**config.mk**
```make
export PLATFORM = sky130hd
export DESIGN_NAME = special_function_reg_bank
export DESIGN_NICKNAME = d
export VERILOG_FILES = /design/src/sfr_bank_pkg.sv /design/src/special_function_reg_bank.sv
export VERILOG_INCLUDE_DIRS = /design/src
export SDC_FILE = /design/constraint.sdc
export NUM_CORES = 1
export LEC_CHECK = 0
export ABC_CLOCK_PERIOD_IN_PS = 900
export CORE_MARGIN = 2
export CORE_UTILIZATION = 55
export DETAILED_ROUTE_END_ITERATION = 10
export DONT_BUFFER_PORTS = 1
export PLACE_DENSITY_LB_ADDON = 0.12
export SLEW_MARGIN = 5
export SYNTH_ARGS = -nofsm -noshare
export SYNTH_HDL_FRONTEND = slang
export SYNTH_SLANG_ARGS = --single-unit
```
**constraint.sdc**
```tcl
create_clock -name mclk_in -period 0.9 [get_ports mclk_in]
set_input_delay 0.18 -clock mclk_in [delete_from_list [all_inputs] [get_ports mclk_in]]
set_output_delay 0.18 -clock mclk_in [all_outputs]
set_load 0.02 [all_outputs]
```
**src/sfr_bank_consts.svh**
```systemverilog
// Constants of the special function register bank: offsets, bit places,
// reset values. Assumes inclusion by bare name; definitions only.
`ifndef SFR_BANK_CONSTS_SVH
`define SFR_BANK_CONSTS_SVH

// ==========================================================
// Bus widths and decode of the special function space
`define SFR_ADDR_W 16
`define SFR_DATA_W 8
`define SFR_OFS_W 4
`define SFR_HI_ZERO 12'h000
`define SFR_BYTE_ZERO 8'h00

// ==========================================================
// Register offsets inside the special function space
`define OFS_IRQ_EN_1 4'h0
`define OFS_IRQ_EN_2 4'h1
`define OFS_IRQ_FLAGS_1 4'h2
`define OFS_IRQ_FLAGS_2 4'h3
`define OFS_MODULE_ON_1 4'h4
`define OFS_MODULE_ON_2 4'h5

// ==========================================================
// Bit places
`define BIT_WDOG 0
`define BIT_OSC_FAULT 1
`define BIT_PIN_NMI 4
`define BIT_FLASH_VIOL 5
`define BIT_SERIAL_RX 0
`define BIT_SERIAL_TX 1
`define BIT_SERIAL_SPI 2
`define SERIAL_CHANNELS 2

// ==========================================================
// Values forced by power-on reset and by power_up_clear
`define VAL_CLEAR 1'b0
`define VAL_OSC_FAULT_PUC 1'b1
`define VAL_SERIAL_PUC 2'h0

`endif

```
**src/sfr_bank_pkg.sv**
```systemverilog
// Types of the special function register bank.
// Assumes the constants header is on the include path.
`include "sfr_bank_consts.svh"

package sfr_bank_pkg;

    typedef logic [`SFR_DATA_W-1:0] byte_t;

    // ==========================================================
    // Peripheral bus request, synchronous to the system clock
    typedef struct packed {
        logic [`SFR_ADDR_W-1:0] addr;
        logic wr;
        logic rd;
        logic [`SFR_DATA_W-1:0] wdata;
    } bus_req_s;

    // ==========================================================
    // Events from the watchdog, clock system, pin logic, flash, serial
    typedef struct packed {
        logic wdog_overflow;
        logic key_violation;
        logic pin_reset;
        logic wdog_interval_mode;
        logic osc_fault;
        logic pin_nmi_event;
        logic flash_viol_flag;
        logic serial_rx_event;
        logic serial_tx_event;
    } event_s;

    // ==========================================================
    // Interrupt requests and module enables
    typedef struct packed {
        logic wdog_irq;
        logic sys_nmi_irq;
        logic serial_rx_irq;
        logic serial_tx_irq;
    } irq_s;

    typedef struct packed {
        logic serial_uart_rx_on;
        logic serial_uart_tx_on;
        logic serial_spi_on;
    } module_on_s;

endpackage

```
**src/special_function_reg_bank.sv**
```systemverilog
// Special function register bank: interrupt enables, interrupt flags and
// module enables in the lowest bytes of the peripheral space.
// Assumes bus and event inputs synchronous to mclk_in, arst_n_in as
// power-on reset, and power_up_clear_in as a one-cycle synchronous pulse.
//
// Functional notes
// [RQ1] Flip-flops only for bits with a function
// [RQ2] Bank decoded at the lowest sixteen addresses
// [RQ3] Watchdog enable gates interval-mode interrupt only
// [RQ4] Watchdog flag set by overflow or bad key
// [RQ5] Watchdog flag cleared by power-on, pin reset
// [RQ6] Oscillator fault report sets oscillator flag
// [RQ7] NMI pin event sets NMI flag
// [RQ8] Own enables for oscillator, NMI, flash violation
// [RQ9] Serial receive and transmit enables, any mode
// [RQ10] Flags register two: transmit bit 1, receive 0
// [RQ11] Clear bits by power_up_clear, others by power-on
// [RQ12] UART receive, UART transmit, SPI module enables
// [RQ13] Nonmaskable events gated by own enable only
// [RQ14] Absent bits read zero, ignore writes
// [RQ15] Hardware set beats software clear
`timescale 1ns/1ps
`default_nettype none
`include "sfr_bank_consts.svh"

module special_function_reg_bank (
    input wire logic mclk_in,
    input wire logic arst_n_in,
    input wire logic power_up_clear_in,
    input wire sfr_bank_pkg::bus_req_s bus_req_in,
    input wire sfr_bank_pkg::event_s events_in,
    output var sfr_bank_pkg::byte_t bus_rdata_out,
    output logic bus_rvalid_out,
    output var sfr_bank_pkg::irq_s irq_out,
    output var sfr_bank_pkg::module_on_s module_on_out
);

    // Software write wins over held value, hardware set wins over both
    function automatic logic flag_next(input logic cur, input logic set,
                                       input logic wr, input logic wbit);
        logic v;
        v = cur;
        if (wr) begin
            v = wbit;
        end
        if (set) begin
            v = 1'b1; // RQ15
        end
        return v;
    endfunction

    // ==========================================================
    // Address decode
    logic sfr_hit;
    logic [`SFR_OFS_W-1:0] ofs;
    logic wr_en_1;
    logic wr_en_2;
    logic wr_flags_1;
    logic wr_flags_2;
    logic wr_on_2;
    sfr_bank_pkg::byte_t wdata;

    always_comb begin
        sfr_hit = (bus_req_in.addr[`SFR_ADDR_W-1:`SFR_OFS_W] == `SFR_HI_ZERO); // RQ2
        ofs = bus_req_in.addr[`SFR_OFS_W-1:0];
        wdata = bus_req_in.wdata;
        wr_en_1 = sfr_hit && bus_req_in.wr && (ofs == `OFS_IRQ_EN_1);
        wr_en_2 = sfr_hit && bus_req_in.wr && (ofs == `OFS_IRQ_EN_2);
        wr_flags_1 = sfr_hit && bus_req_in.wr && (ofs == `OFS_IRQ_FLAGS_1);
        wr_flags_2 = sfr_hit && bus_req_in.wr && (ofs == `OFS_IRQ_FLAGS_2);
        wr_on_2 = sfr_hit && bus_req_in.wr && (ofs == `OFS_MODULE_ON_2);
    end

    // ==========================================================
    // Interrupt enables
    logic wdog_irq_en_reg;
    logic wdog_irq_en_next;
    logic osc_fault_irq_en_reg;
    logic osc_fault_irq_en_next;
    logic pin_nmi_irq_en_reg;
    logic pin_nmi_irq_en_next;
    logic flash_viol_irq_en_reg;
    logic flash_viol_irq_en_next;
    logic serial_rx_irq_en_reg;
    logic serial_rx_irq_en_next;
    logic serial_tx_irq_en_reg;
    logic serial_tx_irq_en_next;

    always_comb begin
        wdog_irq_en_next = wdog_irq_en_reg;
        osc_fault_irq_en_next = osc_fault_irq_en_reg;
        pin_nmi_irq_en_next = pin_nmi_irq_en_reg;
        flash_viol_irq_en_next = flash_viol_irq_en_reg;
        serial_rx_irq_en_next = serial_rx_irq_en_reg;
        serial_tx_irq_en_next = serial_tx_irq_en_reg;
        if (wr_en_1) begin
            wdog_irq_en_next = wdata[`BIT_WDOG];
            osc_fault_irq_en_next = wdata[`BIT_OSC_FAULT]; // RQ8
            pin_nmi_irq_en_next = wdata[`BIT_PIN_NMI]; // RQ8
            flash_viol_irq_en_next = wdata[`BIT_FLASH_VIOL]; // RQ8
        end
        if (wr_en_2) begin
            serial_rx_irq_en_next = wdata[`BIT_SERIAL_RX]; // RQ9
            serial_tx_irq_en_next = wdata[`BIT_SERIAL_TX]; // RQ9
        end
        if (power_up_clear_in) begin
            wdog_irq_en_next = `VAL_CLEAR; // RQ11
            osc_fault_irq_en_next = `VAL_CLEAR;
            pin_nmi_irq_en_next = `VAL_CLEAR;
            flash_viol_irq_en_next = `VAL_CLEAR;
            serial_rx_irq_en_next = `VAL_CLEAR;
            serial_tx_irq_en_next = `VAL_CLEAR;
        end
    end

    always_ff @(posedge mclk_in or negedge arst_n_in) begin
        if (!arst_n_in) begin
            wdog_irq_en_reg <= `VAL_CLEAR;
            osc_fault_irq_en_reg <= `VAL_CLEAR;
            pin_nmi_irq_en_reg <= `VAL_CLEAR;
            flash_viol_irq_en_reg <= `VAL_CLEAR;
            serial_rx_irq_en_reg <= `VAL_CLEAR;
            serial_tx_irq_en_reg <= `VAL_CLEAR;
        end else begin
            wdog_irq_en_reg <= wdog_irq_en_next;
            osc_fault_irq_en_reg <= osc_fault_irq_en_next;
            pin_nmi_irq_en_reg <= pin_nmi_irq_en_next;
            flash_viol_irq_en_reg <= flash_viol_irq_en_next;
            serial_rx_irq_en_reg <= serial_rx_irq_en_next;
            serial_tx_irq_en_reg <= serial_tx_irq_en_next;
        end
    end

    // ==========================================================
    // System flags
    logic wdog_event_flag_reg;
    logic wdog_event_flag_next;
    logic osc_fault_flag_reg;
    logic osc_fault_flag_next;
    logic pin_nmi_flag_reg;
    logic pin_nmi_flag_next;
    logic wdog_set;

    always_comb begin
        wdog_set = events_in.wdog_overflow || events_in.key_violation; // RQ4
        // Survives power_up_clear so software can see why it restarted
        wdog_event_flag_next = wdog_event_flag_reg;
        if (events_in.pin_reset) begin
            wdog_event_flag_next = `VAL_CLEAR; // RQ5
        end
        wdog_event_flag_next = flag_next(wdog_event_flag_next, wdog_set,
                                         wr_flags_1, wdata[`BIT_WDOG]);
        osc_fault_flag_next = flag_next(osc_fault_flag_reg, events_in.osc_fault,
                                        wr_flags_1, wdata[`BIT_OSC_FAULT]); // RQ6
        pin_nmi_flag_next = flag_next(pin_nmi_flag_reg, events_in.pin_nmi_event,
                                      wr_flags_1, wdata[`BIT_PIN_NMI]); // RQ7
        if (power_up_clear_in) begin
            osc_fault_flag_next = `VAL_OSC_FAULT_PUC; // RQ11
            pin_nmi_flag_next = `VAL_CLEAR; // RQ11
        end
    end

    always_ff @(posedge mclk_in or negedge arst_n_in) begin
        if (!arst_n_in) begin
            wdog_event_flag_reg <= `VAL_CLEAR; // RQ5
            osc_fault_flag_reg <= `VAL_OSC_FAULT_PUC;
            pin_nmi_flag_reg <= `VAL_CLEAR;
        end else begin
            wdog_event_flag_reg <= wdog_event_flag_next;
            osc_fault_flag_reg <= osc_fault_flag_next;
            pin_nmi_flag_reg <= pin_nmi_flag_next;
        end
    end

    // ==========================================================
    // Serial flags, index BIT_SERIAL_RX and BIT_SERIAL_TX
    logic [`SERIAL_CHANNELS-1:0] serial_flags_reg; // RQ1
    logic [`SERIAL_CHANNELS-1:0] serial_flags_next;
    logic [`SERIAL_CHANNELS-1:0] serial_set;

    always_comb begin
        serial_set = `VAL_SERIAL_PUC;
        serial_set[`BIT_SERIAL_RX] = events_in.serial_rx_event;
        serial_set[`BIT_SERIAL_TX] = events_in.serial_tx_event;
    end

    generate
        for (genvar i = 0; i < `SERIAL_CHANNELS; i++) begin : g_serial
            always_comb begin
                serial_flags_next[i] = flag_next(serial_flags_reg[i], serial_set[i],
                                                 wr_flags_2, wdata[i]); // RQ10
                if (power_up_clear_in) begin
                    serial_flags_next[i] = `VAL_CLEAR; // RQ11
                end
            end
        end
    endgenerate

    always_ff @(posedge mclk_in or negedge arst_n_in) begin
        if (!arst_n_in) begin
            serial_flags_reg <= `VAL_SERIAL_PUC;
        end else begin
            serial_flags_reg <= serial_flags_next;
        end
    end

    // ==========================================================
    // Module enables
    logic serial_uart_rx_on_reg;
    logic serial_uart_rx_on_next;
    logic serial_uart_tx_on_reg;
    logic serial_uart_tx_on_next;
    logic serial_spi_on_reg;
    logic serial_spi_on_next;

    always_comb begin
        serial_uart_rx_on_next = serial_uart_rx_on_reg;
        serial_uart_tx_on_next = serial_uart_tx_on_reg;
        serial_spi_on_next = serial_spi_on_reg;
        if (wr_on_2) begin
            serial_uart_rx_on_next = wdata[`BIT_SERIAL_RX]; // RQ12
            serial_uart_tx_on_next = wdata[`BIT_SERIAL_TX]; // RQ12
            serial_spi_on_next = wdata[`BIT_SERIAL_SPI]; // RQ12
        end
        if (power_up_clear_in) begin
            serial_uart_rx_on_next = `VAL_CLEAR; // RQ11
            serial_uart_tx_on_next = `VAL_CLEAR;
            serial_spi_on_next = `VAL_CLEAR;
        end
    end

    always_ff @(posedge mclk_in or negedge arst_n_in) begin
        if (!arst_n_in) begin
            serial_uart_rx_on_reg <= `VAL_CLEAR;
            serial_uart_tx_on_reg <= `VAL_CLEAR;
            serial_spi_on_reg <= `VAL_CLEAR;
        end else begin
            serial_uart_rx_on_reg <= serial_uart_rx_on_next;
            serial_uart_tx_on_reg <= serial_uart_tx_on_next;
            serial_spi_on_reg <= serial_spi_on_next;
        end
    end

    // ==========================================================
    // Interrupt requests, registered
    sfr_bank_pkg::irq_s irq_reg;
    sfr_bank_pkg::irq_s irq_next;

    always_comb begin
        irq_next.wdog_irq = wdog_event_flag_reg && wdog_irq_en_reg
                            && events_in.wdog_interval_mode; // RQ3
        // No global enable term: these bypass the CPU's general mask
        irq_next.sys_nmi_irq = (osc_fault_flag_reg && osc_fault_irq_en_reg)
                               || (pin_nmi_flag_reg && pin_nmi_irq_en_reg)
                               || (events_in.flash_viol_flag
                                   && flash_viol_irq_en_reg); // RQ13
        irq_next.serial_rx_irq = serial_flags_reg[`BIT_SERIAL_RX]
                                 && serial_rx_irq_en_reg; // RQ9
        irq_next.serial_tx_irq = serial_flags_reg[`BIT_SERIAL_TX]
                                 && serial_tx_irq_en_reg; // RQ9
    end

    always_ff @(posedge mclk_in or negedge arst_n_in) begin
        if (!arst_n_in) begin
            irq_reg <= '0;
        end else begin
            irq_reg <= irq_next;
        end
    end

    // ==========================================================
    // Read path; absent bits and empty offsets read zero
    sfr_bank_pkg::byte_t rdata_reg;
    sfr_bank_pkg::byte_t rdata_next;
    logic rvalid_reg;
    logic rvalid_next;

    always_comb begin
        rdata_next = `SFR_BYTE_ZERO; // RQ14
        rvalid_next = sfr_hit && bus_req_in.rd;
        if (rvalid_next) begin
            case (ofs)
                `OFS_IRQ_EN_1: begin
                    rdata_next[`BIT_WDOG] = wdog_irq_en_reg;
                    rdata_next[`BIT_OSC_FAULT] = osc_fault_irq_en_reg;
                    rdata_next[`BIT_PIN_NMI] = pin_nmi_irq_en_reg;
                    rdata_next[`BIT_FLASH_VIOL] = flash_viol_irq_en_reg;
                end
                `OFS_IRQ_EN_2: begin
                    rdata_next[`BIT_SERIAL_RX] = serial_rx_irq_en_reg;
                    rdata_next[`BIT_SERIAL_TX] = serial_tx_irq_en_reg;
                end
                `OFS_IRQ_FLAGS_1: begin
                    rdata_next[`BIT_WDOG] = wdog_event_flag_reg;
                    rdata_next[`BIT_OSC_FAULT] = osc_fault_flag_reg;
                    rdata_next[`BIT_PIN_NMI] = pin_nmi_flag_reg;
                end
                `OFS_IRQ_FLAGS_2: begin
                    rdata_next[`SERIAL_CHANNELS-1:0] = serial_flags_reg; // RQ10
                end
                `OFS_MODULE_ON_2: begin
                    rdata_next[`BIT_SERIAL_RX] = serial_uart_rx_on_reg;
                    rdata_next[`BIT_SERIAL_TX] = serial_uart_tx_on_reg;
                    rdata_next[`BIT_SERIAL_SPI] = serial_spi_on_reg;
                end
                default: begin
                    rdata_next = `SFR_BYTE_ZERO; // RQ14
                end
            endcase
        end
    end

    always_ff @(posedge mclk_in or negedge arst_n_in) begin
        if (!arst_n_in) begin
            rdata_reg <= `SFR_BYTE_ZERO;
            rvalid_reg <= `VAL_CLEAR;
        end else begin
            rdata_reg <= rdata_next;
            rvalid_reg <= rvalid_next;
        end
    end

    // ==========================================================
    // Outputs, each straight from a flip-flop; no storage for others
    always_comb begin
        bus_rdata_out = rdata_reg;
        bus_rvalid_out = rvalid_reg;
        irq_out = irq_reg;
        module_on_out.serial_uart_rx_on = serial_uart_rx_on_reg;
        module_on_out.serial_uart_tx_on = serial_uart_tx_on_reg;
        module_on_out.serial_spi_on = serial_spi_on_reg;
    end

endmodule

`default_nettype wire

```
Yosys cells after proc, flatten, opt, wreduce, memory -nomap -nowiden
Index checks and enable logic that the tools add are counted.
{"block": "classes", "n_eq_ne": 4, "muxes": 38, "reduce_logical": 27}
{"op": "2-to-1 mux 1 bit", "n": 35}
{"op": "nonzero test 3 bit", "n": 5}
{"op": "logical AND 1 bit", "n": 14}
{"op": "zero test 12 bit", "n": 1}
{"op": "one-hot mux 2 bit (5 select lines)", "n": 1}
{"op": "== test 4 x 2 -> 1 bit (second input constant)", "n": 2}
{"op": "2-to-1 mux 6 bit", "n": 1}
{"op": "nonzero test 2 bit", "n": 3}
{"op": "== test 4 x 1 -> 1 bit (second input constant)", "n": 1}
{"op": "== test 4 x 3 -> 1 bit (second input constant)", "n": 1}
{"op": "zero test 4 bit", "n": 1}
{"op": "logical OR 1 bit", "n": 3}
{"op": "one-hot mux 1 bit (2 select lines)", "n": 1}
{"block": "totals", "reg_bits": 27, "input_bits": 38, "out_inout_bits": 16, "wordCells": 89}

Depth between registers and ports, before layout
Gate-level depths: netlist (run 1).
{"block": "depth", "word_depth": 6, "depth_mapped": 5}

Least setup slack after synthesis (run 1)
Ideal clock, no wire load.
{"block": "synth_timing", "path_type": "input port to flip-flop", "from": "input bus_req_in[12] (netlist bit)", "to": "register serial_flags_reg[0]", "setup_time_ns": 0.078, "arrival_ns": 1.128, "path_slack_ns": -0.306, "cell_stages": 5, "n_path_buf": 1, "cell_sequence": "clkbuf_2 -> nor4bb_1 -> and4_1 -> a31oi_1 -> a21oi_1"}
{"block": "synth_via", "elab_chain_len": 3}
{"item": "start, declared", "line": "special_function_reg_bank.sv:30", "source": "input wire sfr_bank_pkg::bus_req_s bus_req_in,"}
{"item": "== test 4 x 2 -> 1 bit"}
{"item": "logical AND 1 bit", "line": "special_function_reg_bank.sv:70", "source": "wr_flags_2 = sfr_hit && bus_req_in.wr && (ofs == `OFS_IRQ_FLAGS_2);"}
{"item": "nonzero test 3 bit (no line)"}
{"item": "end signal, assigned", "line": "special_function_reg_bank.sv:201", "source": "serial_flags_reg <= `VAL_SERIAL_PUC;"}
{"item": "end signal, assigned", "line": "special_function_reg_bank.sv:203", "source": "serial_flags_reg <= serial_flags_next;"}
{"item": "end, declared", "line": "special_function_reg_bank.sv:177", "source": "logic [`SERIAL_CHANNELS-1:0] serial_flags_reg;"}
Every way passes these cells.
A chain may end at the register's enable or synchronous reset.

Worst setup path after layout (run 1)
{"block": "layout_timing", "from": "register serial_uart_tx_on_reg", "to": "output module_on_out[1] (netlist bit)"}
{"item": "start, declared", "line": "special_function_reg_bank.sv:211", "source": "logic serial_uart_tx_on_reg;"}
{"item": "start signal, assigned", "line": "special_function_reg_bank.sv:235", "source": "serial_uart_tx_on_reg <= `VAL_CLEAR;"}
{"item": "start signal, assigned", "line": "special_function_reg_bank.sv:239", "source": "serial_uart_tx_on_reg <= serial_uart_tx_on_next;"}
{"item": "end, declared", "line": "special_function_reg_bank.sv:35", "source": "output var sfr_bank_pkg::module_on_s module_on_out"}
No word-level cell between the ends.

==> results of run 1 <==
## worst min-delay path by stage
stage / end / cells past startpoint / start
global route: wdog_irq_en_reg / 2 / power_up_clear_in
CTS: irq_out[3] / 0 / arst_n_in
global placement: irq_out[1] / 0 / arst_n_in
floorplan: bus_rdata_out[0] / 0 / arst_n_in
finish: serial_spi_on_reg / 2 / power_up_clear_in
detailed placement: serial_flags_reg[0] / 0 / arst_n_in
## power by group
part / total, mW / leakage (nW) / switching (mW) / internal [mW]
clock network: 0.801 / 0.0279 / 0.350 / 0.451
logic: 0.195 / 0.395 / 0.0872 / 0.108
registers: 1.10 / 0.305 / 0.00847 / 1.09
## repair_timing
item / CTS / global route
buffers inserted: 2 / 0
gates cloned: 0 / 0
gates resized for setup: 10 / 19
endpoints found under the hold margin: 35 / 25
endpoints found under the setup margin: 16 / 26
hold buffers: 10 / 3
pin swaps: 4 / 10
## cell type report
class | count | area (sq um)
multi-input cells | 88 | 671
flip-flops and latches | 24 | 616
fillers | 169 | 594
repair buffers | 25 | 254
well taps | 28 | 35.0
clock inverters | 1 | 30.0
clock buffers | 3 | 22.5
inverters | 3 | 11.3
## stage by stage
stage                     std cells  setup TNS [ns]
after floorplan                 126           -3.70
after global placement          153           -4.72
after detailed placement        153           -5.18
after CTS                       169           -1.47
after global routing            172           -2.17
final                           172           -1.48
## worst register-to-register path: cells and delay by family (launching register included)
| kind | cells | cell delay (ns) |
|---|---|---|
| AND/OR/NAND/NOR | 2 | 0.13 |
| AO/OA/AOI/OAI | 2 | 0.25 |
| buffers and inverters | 1 | 0.12 |
| flip-flops | 1 | 0.43 |
## layer usage
| layer | up-vias | track usage, % | wire length, microns |
|---|---|---|---|
| li1 | 482 | - | - |
| met1 | 493 | 29.5 | 1240 |
| met2 | 42 | 38.3 | 1490 |
| met3 | 4 | 5.14 | 202 |
| met4 | 0 | 8.97 | 31 |
| met5 | - | 0 | 0 |
## cells in the final DEF, fill, tap and decap left out, types with 2 or more instances in the layout
master | netlist | final
mux2i_1 | 7 | 7
buf_12 | 0 | 2
a21oi_1 | 8 | 7
nand3_1 | 7 | 6
nand2b_1 | 8 | 8
dlygate4sd3_1 | 0 | 12
dfrtp_1 | 23 | 12
nor4_4 | 4 | 4
buf_4 | 7 | 8
nand2_4 | 2 | 2
inv_1 | 2 | 2
nand4_1 | 2 | 2
and3_1 | 4 | 3
nand2_1 | 4 | 3
and4_4 | 0 | 2
buf_6 | 0 | 3
conb_1 | 1 | 3
nand3b_1 | 3 | 3
clkbuf_4 | 0 | 3
and2_1 | 4 | 4
o21ai_1 | 0 | 8
a31oi_1 | 3 | 3
nor2b_1 | 3 | 2
nor2_1 | 4 | 4
o2bb2ai_1 | 2 | 2
a21bo_1 | 2 | 2
a22oi_1 | 2 | 2
dfrtp_2 | 0 | 11
## cells by family (layout without fill, tap and decap cells)
kind of cell	after synthesis	in the layout
and+or+nand+nor	49	49
muxes	7	7
DFF	24	24
buffers and inverters	14	32
other	1	3
AOI/OAI and AO/OA	29	29
==> out/results.tsv, run 1 <==
metric	value	unit
outcome	complete, but fails checks	
failing checks	negative setup slack	
top-count cell post-synth	dfrtp_1	
WS Path Type	reg2out	
post-synthesis xor/xnor area fraction	0	%
Synth Flop Type	dfrtp_1	
r2r setup slk	-0.14	ns
unrepaired setup endpoints after global routing	true	
PD cells	1280	mW/mm^2
slowest stage cell, crit path	dfrtp_1	
initial antenna violation count	0	
global-route wire length before repair	4.61	mm
vias in the first global route	990	
antenna fix cells	0	
Total Nets Final	183	
DR iter-0 viols	30	
syn avg cell area	10.5	sq um
register area share after synthesis	46.3	%
Slew Viols, Final	0	
Vias/cell	5.94	
post-synthesis compound-gate area fraction	14.1	%
CP max FO	2	
DRC viols	0	
Die Wd	52.6	microns
worst r2r path cells	5	
Wirelength per Cell	17.2	microns
first-pass iteration count of the detailed router	4	
crit path DAT	0.89	ns
CTS buffer count	3	
Syn. warnings	0	
chip height	52.6	microns
Netlist Area Pre-Place	0.00130	sq mm
Hold WS	0.00739	ns
maximum vdd drop	878	uV
CP endpoint	module_on_out[1]	
Crit path depth	1	
top cells by area, synth	dfrtp_1, nor4_4, mux2i_1, buf_4, nand2b_1	
largest net degree at the start of global routing	25	
clk buf depth	2	
max FFs per register	5	
Post-DP HPWL	2.13	mm
Via Count	1021	
Clock Latency Late Sink	0.32	ns
Area Overhead vs Synth	26.1	%
Tot GR Track Use	23.3	%
mux cell area share after synthesis	5.39	%
Simple-Gate Fraction of Synth Area	27.6	%
final wirelength	2.96	mm
post-synth cell types	33	
routability cong.	0.763	
largest family of logic cells by synthesized area	simple AND/OR/NAND/NOR gates	
H-tree lvl count	1	
P_leak	0.728	nW
HP Class	in2reg	
final period utilization	119	%
number of buffers added on ports	0	
critical path launch point	serial_uart_tx_on_reg	
most frequent cells after synthesis	dfrtp_1, o21ai_0, a21oi_1, nand2b_1	
cell taking the most area after synthesis	dfrtp_1	
number of flops mapped to enable cells by yosys	0	
site row count	17	
clock transition at the registers of the reported paths	0.14	ns
Final Hold Fails	0	
gr ovfl total	0	
total of max-cap violations	0	
Power Total	2.09	mW
fmax	933	MHz
# setup viols final	16	
Placeable Area	0.00223	sq mm
ys async rst share	100	%
Final min period	1.07	ns
Num Clock Sinks	24	
CP delay by family, top	flip-flops	
Area after DPL	0.00139	sq mm
critical path startpoint category	flop	
share of cells above drive strength 1	31.3	%
CTS tree	done	
crit-path cells	buf_6	
Setup Skew	0.00785	ns
reg2reg start	serial_uart_tx_on_reg	
post-route ant nets	0	
crit path capture type	primary output	
post-route design area	0.00164	sq mm
Synth Area in Adders	0	%
CP required	0.72	ns
Top Ports	54	
CP max stage delay	0.43	ns
Core Util, Final	73.4	%
clk root buf	clkbuf_4	
Final WS setup	-0.172	ns
post-synthesis cell count	124	
#FFs+latches synth	24	
worst r2r dst	bus_rdata_out[1]	
dpl ws	-0.296	ns
post-synth top area share	44.3	%
worst path buffer plus inverter count	1	
Die ar.	0.00277	sq mm
starting density of the core	58.2	%
(Power assumes the default switching activity.)
==> run 2: changes to the inputs <==
Settings changed: SKIP_LAST_GASP set to 1.
==> run 2 against run 1 <==
- the flow still finishes with violations (negative setup slack)
- power hardly changed
- hold slack stayed put
- critical path depth stayed put
- register-to-register slack hardly changed
- final cell count stayed put
- final area is 0.31% lower
- worst setup slack stayed put
- count of clock-buffer cells in the layout stayed put
- die area stayed put
- wire length is 0.10% higher
- largest power group unchanged
==> out/results.tsv, run 2 (same netlist as run 1, synthesis figures left out) <==
metric	value	unit	change
chip height	52.6	microns	unchanged
worst path buffer plus inverter count	1		unchanged
reg2reg start	serial_uart_tx_on_reg		
final wirelength	2.97	mm	+0.10%
maximum vdd drop	878	uV	about the same
critical path startpoint category	flop		
Die ar.	0.00277	sq mm	unchanged
outcome	complete, but fails checks		
max FFs per register	5		unchanged
gr ovfl total	0		unchanged
hold-critical path endpoint	serial_spi_on_reg		
r2r setup slk	-0.14	ns	about the same
slowest stage cell, crit path	dfrtp_1		
crit path capture type	primary output		
Clock Latency Late Sink	0.32	ns	about the same
fmax	933	MHz	unchanged
failing checks	negative setup slack		
clk buf depth	2		unchanged
number of buffers added on ports	0		unchanged
H-tree lvl count	1		unchanged
min-delay src	power_up_clear_in		
Placeable Area	0.00223	sq mm	unchanged
Total Nets Final	183		unchanged
unrepaired setup endpoints after global routing	true		
TNS Setup	-1.49	ns	-0.0162 ns
Post-DP HPWL	2.13	mm	unchanged
starting density of the core	58.2	%	unchanged
DR iter-0 viols	27		-10%
CTS tree	done		
PD cells	1280	mW/mm^2	+0.27%
Tot GR Track Use	23.3	%	unchanged
Setup Skew	0.00788	ns	+0.0000299 ns
worst r2r dst	bus_rdata_out[1]		
vias in the first global route	990		unchanged
initial antenna violation count	0		unchanged
Final WS setup	-0.172	ns	unchanged
Num Clock Sinks	24		unchanged
most frequent cells in the layout	dfrtp_1, dlygate4sd3_1, dfrtp_2		
post-route ant nets	0		unchanged
Vias/cell	5.92		-0.29%
worst r2r path cells	5		unchanged
share of cells above drive strength 1	30.6	%	-0.69 points
WS Path Type	reg2out		
Die Wd	52.6	microns	unchanged
global-route wire length before repair	4.61	mm	unchanged
Wirelength per Cell	17.2	microns	+0.10%
crit-path cells	buf_6		
Hold Path Depth	2		unchanged
final period utilization	119	%	unchanged
Area Overhead vs Synth	25.7	%	
CP max stage delay	0.43	ns	about the same
CTS buffer count	3		unchanged
routability cong.	0.763		unchanged
total of max-cap violations	0		unchanged
first-pass iteration count of the detailed router	4		unchanged
Final min period	1.07	ns	unchanged
Filler cells	170		+0.59%
antenna fix cells	0		unchanged
# setup viols final	16		unchanged
clk root buf	clkbuf_4		
Top Ports	54		unchanged
Slew Viols, Final	0		unchanged
Via Count	1018		-0.29%
HP Class	in2reg		
CP required	0.72	ns	about the same
clock transition at the registers of the reported paths	0.14	ns	about the same
largest net degree at the start of global routing	25		unchanged
CP max FO	2		unchanged
site row count	17		unchanged
crit path DAT	0.89	ns	about the same
CP delay by family, top	flip-flops		
P_leak	0.728	nW	about the same
DRC viols	0		unchanged
dpl ws	-0.296	ns	unchanged
Final Hold Fails	0		unchanged
[run 2: area by class of cell]
type	count	area (sq um)	area share [%]
Clock buffer	3	22.5	1.38
Clock inverter	1	30.0	1.84
Inverter	3	11.3	0.689
Multi-Input combinational cell	88	666	40.7
Sequential cell	24	616	37.7
Tap cell	28	35.0	2.14
Timing Repair Buffer	25	254	15.5
[run 2: worst register-to-register path, delay by kind of cell (launching register included)]
kind	cells	cell delay [ns]
flops	1	0.43
buf+inv	1	0.12
simple gates	2	0.13
compound gates	2	0.25
[run 2: worst max-delay path by stage]
stage / end / slack [ns] / cells after the start / start
after floorplan: wdog_irq_en_reg / -0.26 / 5 / bus_req_in[23]
after detailed placement: serial_uart_tx_on_reg / -0.30 / 5 / bus_req_in[19]
final: module_on_out[1] / -0.17 / 1 / serial_uart_tx_on_reg
after global routing: module_on_out[2] / -0.21 / 1 / serial_uart_rx_on_reg
after global placement: serial_flags_reg[0] / -0.29 / 5 / bus_req_in[15]
after CTS: module_on_out[1] / -0.16 / 1 / serial_uart_tx_on_reg
[run 2: timing repair]
action                     4_1_cts  5_1_grt
hold endpoints to repair        35       25
resized for setup               10       17
setup buffers                    2        0
pin swaps                        4       10
setup endpoints to repair       16       26
hold buffers                    10        3
[run 2: metrics by stage]
stage                     area, sq um  std cells  hold slack, ns  power, mW  utilization [%]
after CTS                        1570        169          -0.481       2.05             70.4
final                            1630        172         0.00739       2.09             73.2
after floorplan                  1360        126          -0.116       1.25                -
after global placement           1390        153          -0.115       1.23             62.1
after detailed placement         1390        153          -0.115       1.23             62.1
after global routing             1630        172         0.00375       2.17             73.2
[run 2: power breakdown]
group          switching [mW]  internal (mW)
Sequential            0.00847           1.09
Clock                   0.350          0.451
Combinational          0.0868          0.107
[run 2: routing by layer]
layer | global-route usage (%) | up-vias | routed length [microns]
met3 | 5.14 | 4 | 202
met4 | 8.97 | 0 | 31
li1 | - | 482 | -
met1 | 29.5 | 490 | 1240
met2 | 38.3 | 42 | 1490
met5 | 0 | - | 0
==> run 3: changes to the inputs <==
Settings changed: CTS_BUF_LIST set to sky130_fd_sc_hd__clkbuf_16.
==> run 3 against run 2 <==
- the flow still finishes with violations (negative setup slack)
- worst setup slack better by 0.091 ns
- via count fell by 5.4%
- final area shrank 4.5%
- hold slack better by 0.023 ns
- combinational power down 19%
- clock power rose by 60%
==> out/results.tsv, run 3 (same netlist as run 1, synthesis figures left out) <==
metric	value	unit	change
Filler cells	175		+2.9%
number of buffers added on ports	0		unchanged
Via Count	963		-5.4%
total of max-cap violations	0		unchanged
HP Class	in2reg		
crit-path cells	buf_6		
most frequent cells in the layout	dfrtp_1, o21ai_1, a21oi_1, nand2b_1		
chip height	52.6	microns	unchanged
P_leak	0.705	nW	-3.2%
Slew Viols, Final	0		unchanged
initial antenna violation count	0		unchanged
clk root buf	clkbuf_16		
outcome	complete, but fails checks		
Final min period	0.981	ns	-0.0913 ns
CTS tree	done		
critical path launch point	serial_uart_tx_on_reg		
share of cells above drive strength 1	27.3	%	-3.3 points
Final WS setup	-0.0810	ns	+0.0913 ns
CP delay by family, top	flip-flops		
gr ovfl total	0		unchanged
reg2reg start	serial_rx_irq_en_reg		
largest net degree at the start of global routing	25		unchanged
routability cong.	0.763		unchanged
CP max FO	2		unchanged
H-tree lvl count	1		unchanged
maximum vdd drop	1050	uV	+20%
worst path buffer plus inverter count	1		unchanged
Power Total	2.53	mW	+21%
Die ar.	0.00277	sq mm	unchanged
Final Hold Fails	0		unchanged
# Post-CTS Setup Buffers	0		-2
Core Util, Final	69.9	%	-3.3 points
first-pass iteration count of the detailed router	4		unchanged
starting density of the core	58.2	%	unchanged
global-route wire length before repair	4.46	mm	-3.1%
DRC viols	0		unchanged
DR iter-0 viols	24		-11%
Area Overhead vs Synth	20.0	%	
CP max stage delay	0.40	ns	-0.03 ns
area of the multi-input gates	664	sq um	-0.19%
dpl cells	153		unchanged
unrepaired setup endpoints after global routing	true		
PD cells	1620	mW/mm^2	+27%
crit path DAT	0.80	ns	-0.09 ns
slowest stage cell, crit path	dfrtp_1		
Die Wd	52.6	microns	unchanged
vias in the first global route	942		-4.8%
Num Clock Sinks	24		unchanged
WS Path Type	reg2out		
Top Ports	54		unchanged
Post-DP HPWL	2.13	mm	unchanged
critical path startpoint category	flop		
most common cell after layout, fill and taps aside	dfrtp_1		
max FFs per register	5		unchanged
min-delay src	bus_req_in[1]		
Wirelength per Cell	18.1	microns	+4.7%
Setup Skew	0.00260	ns	-0.00528 ns
Vias/cell	6.02		+1.7%
site row count	17		unchanged
post-route ant nets	0		unchanged
crit path capture type	primary output		
antenna fix cells	0		unchanged
Total Nets Final	171		-6.6%
clock transition at the registers of the reported paths	0.06	ns	-0.08 ns
Placeable Area	0.00223	sq mm	unchanged
final wirelength	2.89	mm	-2.6%
final period utilization	109	%	-10 points
Final Non-Filler Cells	160		-7.0%
Tot GR Track Use	22.8	%	-0.52 points
CTS buffer count	3		unchanged
Reg area	609	sq um	-1.0%
# setup viols final	15		-1
Clock Latency Late Sink	0.26	ns	-0.06 ns
clk buf depth	2		unchanged
failing checks	negative setup slack		
fmax	1020	MHz	+9.3%
CP required	0.72	ns	about the same
==> run 3: cell types whose count changed in the layout (fill, tap and decap cells not counted), sizes merged <==
cell,change
dlygate4sd3,-10
buf,-2
==> run 3: cell type report <==
type                            instances  area share, %
Tap cell                               28           2.25
Clock inverter                          1           1.92
Timing Repair Buffer                   13           8.66
Multi-Input combinational cell         88           42.6
Inverter                                3          0.722
Sequential cell                        24           39.1
Clock buffer                            3           4.81
==> run 3: power breakdown <==
part | total (mW) | leakage [nW] | internal (mW) | switching, mW
logic | 0.157 | 0.340 | 0.0786 | 0.0784
registers | 1.10 | 0.313 | 1.09 | 0.00855
clock network | 1.28 | 0.0511 | 0.884 | 0.391
total | 2.53 | 0.705 | 2.05 | 0.478
==> run 3: path summary, 6_finish.rpt <==
kind,slack [ns],end,cells past startpoint
max,-0.08,module_on_out[1],1
min,0.03,osc_fault_flag_reg,2
max reg2reg,-0.06,bus_rdata_out[0],4
min reg2reg,0.52,irq_out[1],1
max in group asynchronous,0.33,osc_fault_flag_reg,2
min in group asynchronous,0.35,serial_uart_rx_on_reg,2
==> run 3: routing by layer <==
layer	vias up	wire [microns]	track usage, %
met5	-	0	0
met4	0	46	8.97
met3	5	274	6.57
met2	53	1360	36.5
met1	449	1210	28.7
li1	456	-	-
==> run 3: what timing repair did <==
action | CTS | global route
setup endpoints to repair | 19 | 28
pin swaps | 8 | 5
hold buffers | 1 | 2
gates resized for setup | 10 | 10
gates cloned | 0 | 0
endpoints found under the hold margin | 31 | 24
==> run 3: per-stage QoR <==
stage          hold WS, ns  instance area (sq um)  TNS, ns  worst slack, ns
5_1_grt             0.0371                   1560    -1.86           -0.147
3_3_place_gp        -0.115                   1390    -4.72           -0.286
4_1_cts             -0.391                   1520   -0.565          -0.0887
6_report            0.0308                   1560   -0.568          -0.0810
3_5_place_dp        -0.115                   1390    -5.18           -0.296
2_1_floorplan       -0.116                   1360    -3.70           -0.264
